<file path="src/verilog/genset_alarm_map.vh">
`ifndef GENSET_ALARM_MAP_VH
`define GENSET_ALARM_MAP_VH
// ****************************************
// Register indices, one word each
// ****************************************
`define REG_CTRL       5'h00
`define REG_TICK_DIV   5'h01
`define REG_HOLDOFF    5'h02
`define REG_FREQ_LO    5'h03
`define REG_FREQ_HI    5'h04
`define REG_FREQ_DLY   5'h05
`define REG_RPM_LO     5'h06
`define REG_RPM_HI     5'h07
`define REG_RPM_DLY    5'h08
`define REG_OVERSPEED  5'h09
`define REG_VOLT_LO    5'h0A
`define REG_VOLT_HI    5'h0B
`define REG_VFAIL_DLY  5'h0C
`define REG_UNBAL_LIM  5'h0D
`define REG_BATT_LO    5'h0E
`define REG_BATT_HI    5'h0F
`define REG_BATT_DLY   5'h10
`define REG_STOP_DLY   5'h11
`define REG_CHARGE_LO  5'h12
`define REG_OC_LIM     5'h13
`define REG_OC_CURVE   5'h14
`define REG_OL_LIM     5'h15
`define REG_OL_DLY     5'h16
`define REG_RP_LIM     5'h17
`define REG_RP_DLY     5'h18
`define REG_CB_DLY     5'h19
`define REG_CRANK_CUT  5'h1A
`define REG_SPDLOSS    5'h1B
`define REG_WARN_STAT  5'h1C
`define REG_DUMP_STAT  5'h1D
`define REG_STOP_STAT  5'h1E
`define REG_STATUS     5'h1F
`define CFG_COUNT      28
// ****************************************
// Control register fields
// ****************************************
`define CTRL_LATCH     0
`define CTRL_PH_EN     1
`define CTRL_MAINS_FB  2
`define CTRL_GEN_FB    3
`define CTRL_IUB_ACT   5:4
`define CTRL_OC_ACT    7:6
`define CTRL_PU_ACT    9:8
`define ACT_WARN       2'h0
`define ACT_STOP       2'h2
// ****************************************
// Reset values and timing
// ****************************************
`define CFG_RESET      16'h0000
`define TICK_DIV_RESET 16'h0000
`define OVERFREQ_PCT   112
`define KEY_HOLD_MS    5000
`define CLK_KHZ        125000
`endif

</file>
<file path="src/verilog/delay_timer.v">
`timescale 1ns/1ps
module delay_timer #(
  parameter W = 16
) (
  input  wire         clk_in,
  input  wire         rst_in,
  input  wire         tick_in,
  input  wire         cond_in,
  input  wire [W-1:0] limit_in,
  output reg          done_out
);
  reg [W-1:0] count;
  // Any gap in the condition restarts the delay from zero
  always @(posedge clk_in or posedge rst_in) begin
    if (rst_in) begin
      count    <= {W{1'b0}};
      done_out <= 1'b0;
    end else if (!cond_in) begin
      count    <= {W{1'b0}};
      done_out <= 1'b0;
    end else begin
      if (tick_in && count < limit_in)
        count <= count + 1'b1;
      done_out <= (count >= limit_in);
    end
  end
endmodule

</file>
<file path="src/verilog/genset_alarm_supervisor.v">
// Behaviour
// - Voltage imbalance over limit for fail delay
// - Current imbalance, same limit, programmable action
// - Holdoff after running gates qualified faults
// - Overcurrent after inverse-time allowance, shorter when higher
// - All currents back under limit cancel timing
// - Overload when power above limit for delay
// - Power back inside limit abandons delay
// - Reverse power above limit for delay
// - Phase order fault when enabled and reversed
// - Breaker feedback missing after contactor delay
// - Pickup speed below crank cut, configurable action
// - Service alarm while any counter expired
// - Two keys 5 s reset service, message
// - Unit locked while remote lock active
// - Global bit makes all warnings latch
// - Frequency window warning with delay, holdoff
// - Frequency above high plus 12% stops
// - Speed window warning; overspeed stops immediately
// - Phase voltage limits warning after holdoff
// - Battery window warning with delay, always
// - Still running after stop delay warns
// - Charge voltage low after holdoff warns
`timescale 1ns/1ps
`include "genset_alarm_map.vh"
module genset_alarm_supervisor #(
  parameter        DW              = 16,
  parameter [29:0] KEY_HOLD_CYCLES = `KEY_HOLD_MS * `CLK_KHZ
) (
  input  wire          clk_in,
  input  wire          rst_in,
  input  wire [4:0]    addr_in,
  input  wire [15:0]   wdata_in,
  input  wire          wr_in,
  input  wire          rd_in,
  output reg  [15:0]   rdata_out,
  input  wire [DW-1:0] freq_in,
  input  wire [DW-1:0] rpm_in,
  input  wire [DW-1:0] volt1_in,
  input  wire [DW-1:0] volt2_in,
  input  wire [DW-1:0] volt3_in,
  input  wire [DW-1:0] curr1_in,
  input  wire [DW-1:0] curr2_in,
  input  wire [DW-1:0] curr3_in,
  input  wire [DW-1:0] batt_in,
  input  wire [DW-1:0] charge_in,
  input  wire [15:0]   power_in,
  input  wire          engine_running_in,
  input  wire          stop_request_in,
  input  wire          phase_reversed_in,
  input  wire          mains_open_cmd_in,
  input  wire          gen_close_cmd_in,
  input  wire          mains_open_fb_in,
  input  wire          gen_closed_fb_in,
  input  wire [2:0]    service_expired_in,
  input  wire          remote_lock_in,
  input  wire          key_mute_in,
  input  wire          key_lamp_in,
  output reg  [10:0]   warn_flags_out,
  output reg  [10:0]   dump_flags_out,
  output reg  [2:0]    stop_flags_out,
  output reg           warning_out,
  output reg           loaddump_out,
  output reg           shutdown_out,
  output reg           service_reset_out,
  output reg           completed_out
);
  localparam NT = 13;
  localparam [16:0] OF_PCT = `OVERFREQ_PCT;
  integer i;
  // ****************************************
  // Configuration storage and bus
  // ****************************************
  reg  [15:0] cfg [0:`CFG_COUNT-1];
  reg  [15:0] tick_cnt;
  reg         tick;
  wire [15:0] ctrl = cfg[`REG_CTRL];
  wire        clr_warn = wr_in && addr_in == `REG_WARN_STAT;
  wire        holdoff_ok;
  wire        key_both;
  always @(posedge clk_in or posedge rst_in) begin
    if (rst_in) begin
      for (i = 0; i < `CFG_COUNT; i = i + 1)
        cfg[i] <= `CFG_RESET;
      cfg[`REG_TICK_DIV] <= `TICK_DIV_RESET;
    end else if (wr_in && addr_in < `CFG_COUNT) begin
      cfg[addr_in] <= wdata_in;
    end
  end
  always @(posedge clk_in or posedge rst_in) begin
    if (rst_in)
      rdata_out <= 16'h0000;
    else if (rd_in) begin
      case (addr_in)
        `REG_WARN_STAT: rdata_out <= {5'h00, warn_flags_out};
        `REG_DUMP_STAT: rdata_out <= {5'h00, dump_flags_out};
        `REG_STOP_STAT: rdata_out <= {13'h0000, stop_flags_out};
        `REG_STATUS:    rdata_out <= {12'h000, completed_out, key_both, holdoff_ok, tick};
        default:        rdata_out <= cfg[addr_in];
      endcase
    end else
      rdata_out <= 16'h0000;
  end
  // Common time base for every delay timer and the overcurrent integrator; the key hold counts clock cycles
  always @(posedge clk_in or posedge rst_in) begin
    if (rst_in) begin
      tick_cnt <= 16'h0000;
      tick     <= 1'b0;
    end else if (tick_cnt >= cfg[`REG_TICK_DIV]) begin
      tick_cnt <= 16'h0000;
      tick     <= 1'b1;
    end else begin
      tick_cnt <= tick_cnt + 16'h0001;
      tick     <= 1'b0;
    end
  end
  // ****************************************
  // Pin synchronisers
  // ****************************************
  reg [3:0] sync_a;
  reg [3:0] sync_b;
  always @(posedge clk_in or posedge rst_in) begin
    if (rst_in) begin
      sync_a <= 4'h0;
      sync_b <= 4'h0;
    end else begin
      sync_a <= {key_lamp_in, key_mute_in, gen_closed_fb_in, mains_open_fb_in};
      sync_b <= sync_a;
    end
  end
  wire mains_fb = sync_b[0];
  wire gen_fb   = sync_b[1];
  assign key_both = sync_b[2] & sync_b[3];
  // ****************************************
  // Comparisons
  // ****************************************
  wire freq_lo  = freq_in < cfg[`REG_FREQ_LO];
  wire freq_hi  = freq_in > cfg[`REG_FREQ_HI];
  wire rpm_lo   = rpm_in < cfg[`REG_RPM_LO];
  wire rpm_hi   = rpm_in > cfg[`REG_RPM_HI];
  wire [15:0] vlo = cfg[`REG_VOLT_LO];
  wire [15:0] vhi = cfg[`REG_VOLT_HI];
  wire volt_lo  = volt1_in < vlo || volt2_in < vlo || volt3_in < vlo;
  wire volt_hi  = volt1_in > vhi || volt2_in > vhi || volt3_in > vhi;
  wire batt_lo  = batt_in < cfg[`REG_BATT_LO];
  wire batt_hi  = batt_in > cfg[`REG_BATT_HI];
  // Mean compared as three times each phase against the sum, no divider
  wire [17:0] vsum  = {2'b00, volt1_in} + {2'b00, volt2_in} + {2'b00, volt3_in};
  wire [17:0] isum  = {2'b00, curr1_in} + {2'b00, curr2_in} + {2'b00, curr3_in};
  wire [17:0] lim3  = {2'b00, cfg[`REG_UNBAL_LIM]} * 18'h00003;
  function dev_over;
    input [15:0] x;
    input [17:0] sum;
    input [17:0] lim;
    reg   [17:0] x3;
    begin
      x3 = {2'b00, x} * 18'h00003;
      dev_over = (x3 > sum) ? (x3 - sum > lim) : (sum - x3 > lim);
    end
  endfunction
  wire v_unbal = dev_over(volt1_in, vsum, lim3) | dev_over(volt2_in, vsum, lim3) |
                 dev_over(volt3_in, vsum, lim3);
  wire i_unbal = dev_over(curr1_in, isum, lim3) | dev_over(curr2_in, isum, lim3) |
                 dev_over(curr3_in, isum, lim3);
  wire pwr_neg   = power_in[15];
  wire [15:0] pmag = pwr_neg ? (~power_in + 16'h0001) : power_in;
  wire over_load = !pwr_neg && pmag > cfg[`REG_OL_LIM];
  wire rev_pwr   = pwr_neg && pmag > cfg[`REG_RP_LIM];
  wire [22:0] f100 = {7'h00, freq_in} * 23'h000064;
  wire [22:0] fh112 = {7'h00, cfg[`REG_FREQ_HI]} * {16'h0000, OF_PCT[6:0]};
  // ****************************************
  // Delay timers
  // ****************************************
  wire [NT-1:0]    t_cond;
  wire [NT*16-1:0] t_lim;
  wire [NT-1:0]    t_done;
  assign holdoff_ok = t_done[0];
  assign t_cond = {
    engine_running_in && rpm_in < cfg[`REG_CRANK_CUT],
    gen_close_cmd_in && ctrl[`CTRL_GEN_FB] && !gen_fb,
    mains_open_cmd_in && ctrl[`CTRL_MAINS_FB] && !mains_fb,
    rev_pwr,
    over_load,
    stop_request_in && engine_running_in,
    batt_lo || batt_hi,
    holdoff_ok && i_unbal,
    holdoff_ok && v_unbal,
    holdoff_ok && (volt_lo || volt_hi),
    holdoff_ok && (rpm_lo || rpm_hi),
    holdoff_ok && (freq_lo || freq_hi),
    engine_running_in};
  assign t_lim = {
    cfg[`REG_SPDLOSS], cfg[`REG_CB_DLY], cfg[`REG_CB_DLY], cfg[`REG_RP_DLY],
    cfg[`REG_OL_DLY], cfg[`REG_STOP_DLY], cfg[`REG_BATT_DLY], cfg[`REG_VFAIL_DLY],
    cfg[`REG_VFAIL_DLY], cfg[`REG_VFAIL_DLY], cfg[`REG_RPM_DLY], cfg[`REG_FREQ_DLY],
    cfg[`REG_HOLDOFF]};
  genvar g;
  generate
    for (g = 0; g < NT; g = g + 1) begin : tmr
      delay_timer #(
        .W (16)
      ) u_tmr (
        .clk_in   (clk_in),
        .rst_in   (rst_in),
        .tick_in  (tick),
        .cond_in  (t_cond[g]),
        .limit_in (t_lim[g*16+15:g*16]),
        .done_out (t_done[g])
      );
    end
  endgenerate
  // ****************************************
  // Inverse-time overcurrent
  // ****************************************
  // Excess integrates per tick, so trip time falls as overload rises
  wire [15:0] oc_lim = cfg[`REG_OC_LIM];
  wire [15:0] imax12 = (curr1_in > curr2_in) ? curr1_in : curr2_in;
  wire [15:0] imax   = (imax12 > curr3_in) ? imax12 : curr3_in;
  wire        oc_over = imax > oc_lim;
  reg  [31:0] oc_acc;
  wire [31:0] oc_sum = oc_acc + {16'h0000, imax - oc_lim};
  always @(posedge clk_in or posedge rst_in) begin
    if (rst_in)
      oc_acc <= 32'h00000000;
    else if (!oc_over)
      oc_acc <= 32'h00000000;
    else if (tick && oc_sum > oc_acc)
      oc_acc <= oc_sum;
  end
  wire oc_trip = oc_over && oc_acc >= {8'h00, cfg[`REG_OC_CURVE], 8'h00};
  // ****************************************
  // Service key hold
  // ****************************************
  reg [29:0] key_cnt;
  always @(posedge clk_in or posedge rst_in) begin
    if (rst_in) begin
      key_cnt           <= 30'h00000000;
      service_reset_out <= 1'b0;
      completed_out     <= 1'b0;
    end else begin
      service_reset_out <= 1'b0;
      if (!key_both) begin
        key_cnt       <= 30'h00000000;
        completed_out <= 1'b0;
      end else if (key_cnt < KEY_HOLD_CYCLES) begin
        key_cnt <= key_cnt + 30'h00000001;
        if (key_cnt == KEY_HOLD_CYCLES - 30'h00000001) begin
          service_reset_out <= 1'b1;
          completed_out     <= 1'b1;
        end
      end
    end
  end
  // ****************************************
  // Fault routing and outputs
  // ****************************************
  reg [10:0] next_warn_raw;
  reg [10:0] next_dump;
  reg [2:0]  next_stop;
  reg [10:0] next_warn;
  // Routes a fault with a programmable action to one level
  task route;
    input       hit;
    input [1:0] act;
    input [3:0] dbit;
    begin
      if (hit) begin
        if (act == `ACT_WARN)
          next_warn_raw[10] = 1'b1;
        else if (act == `ACT_STOP)
          next_stop[2] = 1'b1;
        else
          next_dump[dbit] = 1'b1;
      end
    end
  endtask
  always @* begin
    next_warn_raw     = 11'h000;
    next_dump         = 11'h000;
    next_stop         = 3'h0;
    next_warn_raw[0]  = t_done[1] && freq_lo;
    next_warn_raw[1]  = t_done[1] && freq_hi;
    next_warn_raw[2]  = t_done[2] && rpm_lo;
    next_warn_raw[3]  = t_done[2] && rpm_hi;
    next_warn_raw[4]  = t_done[3] && volt_lo;
    next_warn_raw[5]  = t_done[3] && volt_hi;
    next_warn_raw[6]  = t_done[6] && batt_lo;
    next_warn_raw[7]  = t_done[6] && batt_hi;
    next_warn_raw[8]  = t_done[7];
    next_warn_raw[9]  = holdoff_ok && charge_in < cfg[`REG_CHARGE_LO];
    next_dump[0]      = t_done[4];
    next_dump[3]      = t_done[8];
    next_dump[4]      = t_done[9];
    next_dump[5]      = ctrl[`CTRL_PH_EN] && phase_reversed_in;
    next_dump[6]      = t_done[10];
    next_dump[7]      = t_done[11];
    next_dump[9]      = |service_expired_in;
    next_dump[10]     = remote_lock_in;
    next_stop[0]      = f100 > fh112;
    next_stop[1]      = rpm_in > cfg[`REG_OVERSPEED];
    route(t_done[5], ctrl[`CTRL_IUB_ACT], 4'h1);
    route(oc_trip, ctrl[`CTRL_OC_ACT], 4'h2);
    route(t_done[12], ctrl[`CTRL_PU_ACT], 4'h8);
    // New causes win over a clear in the same cycle
    if (ctrl[`CTRL_LATCH])
      next_warn = (warn_flags_out & ~(clr_warn ? wdata_in[10:0] : 11'h000))
                  | next_warn_raw;
    else
      next_warn = next_warn_raw;
  end
  always @(posedge clk_in or posedge rst_in) begin
    if (rst_in) begin
      warn_flags_out <= 11'h000;
      dump_flags_out <= 11'h000;
      stop_flags_out <= 3'h0;
      warning_out    <= 1'b0;
      loaddump_out   <= 1'b0;
      shutdown_out   <= 1'b0;
    end else begin
      warn_flags_out <= next_warn;
      dump_flags_out <= next_dump;
      stop_flags_out <= next_stop;
      warning_out    <= |next_warn;
      loaddump_out   <= |next_dump;
      shutdown_out   <= |next_stop;
    end
  end
endmodule
</file>
<file path="config.mk">
export PLATFORM = sky130hd
export DESIGN_NAME = genset_alarm_supervisor
export DESIGN_NICKNAME = d
export VERILOG_FILES = /design/src/verilog/delay_timer.v /design/src/verilog/genset_alarm_supervisor.v
export VERILOG_INCLUDE_DIRS = /design/src /design/src/verilog
export SDC_FILE = /design/constraint.sdc
export NUM_CORES = 2
export LEC_CHECK = 0
export BUFFER_PORTS_ARGS = -buffer_cell sky130_fd_sc_hd__buf_2
export CORE_MARGIN = 2
export CORE_UTILIZATION = 65
export DETAILED_ROUTE_END_ITERATION = 8
export PLACE_DENSITY = 0.83
export SLEW_MARGIN = 25
export SYNTH_ARGS = -nofsm -noshare
export SYNTH_HDL_FRONTEND = slang
export SYNTH_SLANG_ARGS = --single-unit
</file>
<file path="constraint.sdc">
create_clock -name clk_in -period 31.1 [get_ports clk_in]
set_clock_uncertainty 0.05 [all_clocks]
set_input_delay 6.22 -clock clk_in [delete_from_list [all_inputs] [get_ports clk_in]]
set_output_delay 6.22 -clock clk_in [all_outputs]
set_load 0.005 [all_outputs]
</file>
==> impl_metrics.csv <==
group,metric,value,unit
grt,grt-busiest-layer,"met2",
placed_design,detailed_place_hpwl,192000,um
sta,slew_viol_final,0,
synth,synth_edf_count,0,
sta,worstMarginPinSlew,1180,ps
drt,ant_nets,0,
drt,via_count,66300,
drt,dr.first_iter.drc_count,6999,
synth,yosysUniqueCellTypes,87,
grt,use_met1,51.9,%
sta,hold_violations,0,
min_path,min_from,"sync_a[1]",
placed_design,postPlaceCellArea,78300,sq um
drt,finalWirelength,251000,um
clock_tree,cts.htree.levels,3,
placed_design,io_buffers,259,
power_and_ir_drop,p_clk_share,16.8,%
sta,finalSetupViolCount,0,
min_path,hp-class,"reg2reg",
critical_path,crit_family,"compound AO/OA/AOI/OAI gates",
clock_tree,clkSlewWorstSetupHoldPaths,60,ps
power_and_ir_drop,p_leak,0.0398,uW
floorplan,fp.dieH,345,um
critical_path,r2r_slack,23660,ps
status,status,"finished, final reports clean",
clock_tree,insertion_delay,680,ps
min_path,min_path_cells,0,
power_and_ir_drop,power_density,76.9,nW/um^2
synth,synthTopCellsByArea,"dfrtp_1 (27%), ha_1 (21%), xnor2_1 (4.2%), inv_1 (4.1%), a21o_1 (3.9%)",
synth,ys_seq_area_share,26.5,%
critical_path,critPathMaxFanout,38,
grt,use_met3,9.39,%
grt,antenna_found_initial,38,
clock_tree,hold_buffers,0,
cells_and_area,final_nets,10100,
critical_path,cpMaxStageDelayCell,"a21boi_0",
critical_path,r2r_end,"oc_acc[2]",
clock_tree,root_buffer,"clkbuf_16",
critical_path,end_kind,"flip-flop",
sta,finalCriticalPeriod,16980,ps
floorplan,coreArea,116000,sq um
sta,max_freq,0.0589,GHz
critical_path,setup.worst_path.start_class,"input pin",
synth,ys.flop_type,"dfrtp_1",
synth,synth-seq-cells,802,
grt,grt_pass1_wl,382000,um
power_and_ir_drop,sw_frac_of_total,45.7,%
drt,wl_per_cell,24.8,um
synth,syn_inst,8379,
drt,via_per_inst,6.56,
synth,yosys.area.top_type_share,26.5,%
grt,met2_usage,63.4,%
critical_path,required,31580,ps
clock_tree,cts.sinks,802,
synth,async_reset_ff_share,100,%
cells_and_area,finalNonFillerCells,10100,
min_path,holdPathEnd,"sync_b[1]",
synth,yosysWarningCount,0,
power_and_ir_drop,p_int,3390,uW
synth,syn_area,75600,sq um
clock_tree,numCtsBuffers,79,
floorplan,pin_count,260,
clock_tree,clk_path_buf_depth,3,
synth,synth_most_common_cell,"ha_1",
grt,grt_max_degree,176,
synth,syn_avg_cell_area,9.02,sq um
sta,grt_setup_unrepaired,"no",
placed_design,place.gp.congestion,1.01,
critical_path,cp_slowest_stage_delay,580,ps
grt,grt_pass1_vias,65300,
power_and_ir_drop,switchingPower,2860,uW
power_and_ir_drop,power_frac_comb,62.2,%
sta,setup-tns-final,0,ps
power_and_ir_drop,ir_worst_vdd,0.0480,mV
synth,synth_fp_nets,9937,
critical_path,path_class,"in2reg",
grt,grtUsageTotal,41.3,%
sta,whs,296,ps
sta,maxSlewHeadroom,21.2,%
power_and_ir_drop,p_total,6250,uW
cells_and_area,drive_above_1_share,10.2,%
cells_and_area,fill_cells,8856,
critical_path,r2r-start,"oc_lim[1]",
clock_tree,post_cts_resized,0,
critical_path,arrival,17460,ps
critical_path,reg2regPathDepth,29,
placed_design,place_inst,9942,
floorplan,die_w,345,um
cells_and_area,design_area,81200,sq um
floorplan,dieArea,119000,sq um
sta,fin_crit_sh,54.6,%
floorplan,start_util,65.3,%
critical_path,crit_buf_inv,3,
flow_run,maxCapViolCount,0,
synth,synth.largest_area_cell,"dfrtp_1",
floorplan,rows,125,
cells_and_area,syn2layout_area_growth,7.46,%
drt,firstDrtPassIters,6,
clock_tree,cts_tree,"built",
power_and_ir_drop,power_frac_seq,21.0,%
critical_path,cp_common_cell,"a21o_1",
drt,drcViolationCount,0,
clock_tree,post_cts_buffers,0,
grt,grt_overflow,0,
synth,synthTopCellsByCount,"ha_1 (1262), inv_1 (831), dfrtp_1 (802)",
routing by layer:
| metal | up-vias | wire, um |
|---|---|---|
| met3 | 976 | 25100 |
| met1 | 31900 | 95600 |
| li1 | 30100 | - |
| met2 | 3338 | 109000 |
| met4 | 32 | 20400 |
| met5 | - | 283 |
metrics by stage:
step | setup WS, ps | utilization (%)
floorplan | 2310 | -
global placement | 13390 | 67.7
detailed placement | 13220 | 67.7
CTS | 13890 | 70.1
global route | 13310 | 70.2
finish | 14120 | 70.2
cell usage in the layout, fill, tap and decap left out, types with 22 or more instances in the layout:
master     synthesis  layout
ha_1            1262    1262
inv_1            831     830
dfrtp_1          802     802
nand2_1          612     612
o21ai_0          568     568
nor2_1           523     514
a21oi_1          489     488
a21o_1           389     389
xnor2_1          362     362
buf_2             10     257
xor2_1           223     223
nand4_1          219     219
mux2_2           215     215
nand3_1          159     159
nor3_1           123     120
mux4_2           117     117
nor2b_1          102     102
o21a_1            89      89
clkbuf_16          0      83
fa_1              82      82
and3_1            81      81
o21bai_1          72      72
mux2i_1           69      68
buf_4              0      67
nand2b_1          62      62
or3_1             56      56
nor4_1            51      50
and2_1            41      41
and4_1            36      36
a31oi_1           33      33
o211ai_1          32      32
a211oi_1          32      32
a221oi_1          22      22
registers in the layout, summed over array words and instances, names as in the netlist, 16 cells and up:
name,count
ctrl,16
oc_acc,32
tick_cnt,16
oc_lim,16
key_cnt,30
cfg,384
vhi,16
tmr.u_tmr.count,208
vlo,16
rdata_out,16
power by group through the flow:
stage,Sequential [uW],Clock (uW),Combinational [uW]
floorplan,1260,0,2750
global placement,1310,0,3640
detailed placement,1320,0,3770
CTS,1300,1050,3800
global route,1320,1090,4280
finish,1310,1050,3880
cells by family after synthesis:
kind of cell / Yosys count / synth area share (%)
AND/OR/NAND/NOR: 2143 / 13.8
AO/OA/AOI/OAI: 1981 / 16.6
adder cells (fa/ha/maj): 1344 / 23.1
buffers and inverters: 1122 / 5.63
flip-flops: 802 / 26.5
XOR/XNOR: 585 / 6.78
multiplexers: 402 / 7.62
final cells by class:
| cell class | instances | area [sq um] | area share (%) |
|---|---|---|---|
| multi-input cells | 6455 | 51400 | 63.3 |
| flip-flops and latches | 802 | 20100 | 24.7 |
| inverters | 833 | 3140 | 3.86 |
| clock buffers | 110 | 2340 | 2.88 |
| well taps | 1524 | 1910 | 2.35 |
| repair buffers | 330 | 1890 | 2.33 |
| clock inverters | 31 | 435 | 0.536 |
| diodes | 19 | 47.5 | 0.0585 |
worst max path at each step:
stage | startpoint | to | slack (ps) | depth (start not counted)
2_1_floorplan | rst_in | cfg[0] | 2310 | 1
3_3_place_gp | curr2_in[9] | oc_acc[13] | 13390 | 51
3_5_place_dp | curr2_in[9] | oc_acc[0] | 13220 | 50
4_1_cts | curr2_in[9] | oc_acc[2] | 13890 | 51
5_1_grt | curr2_in[9] | oc_acc[0] | 13310 | 51
6_report | curr2_in[9] | oc_acc[2] | 14120 | 51
(Power assumes the default switching activity.)
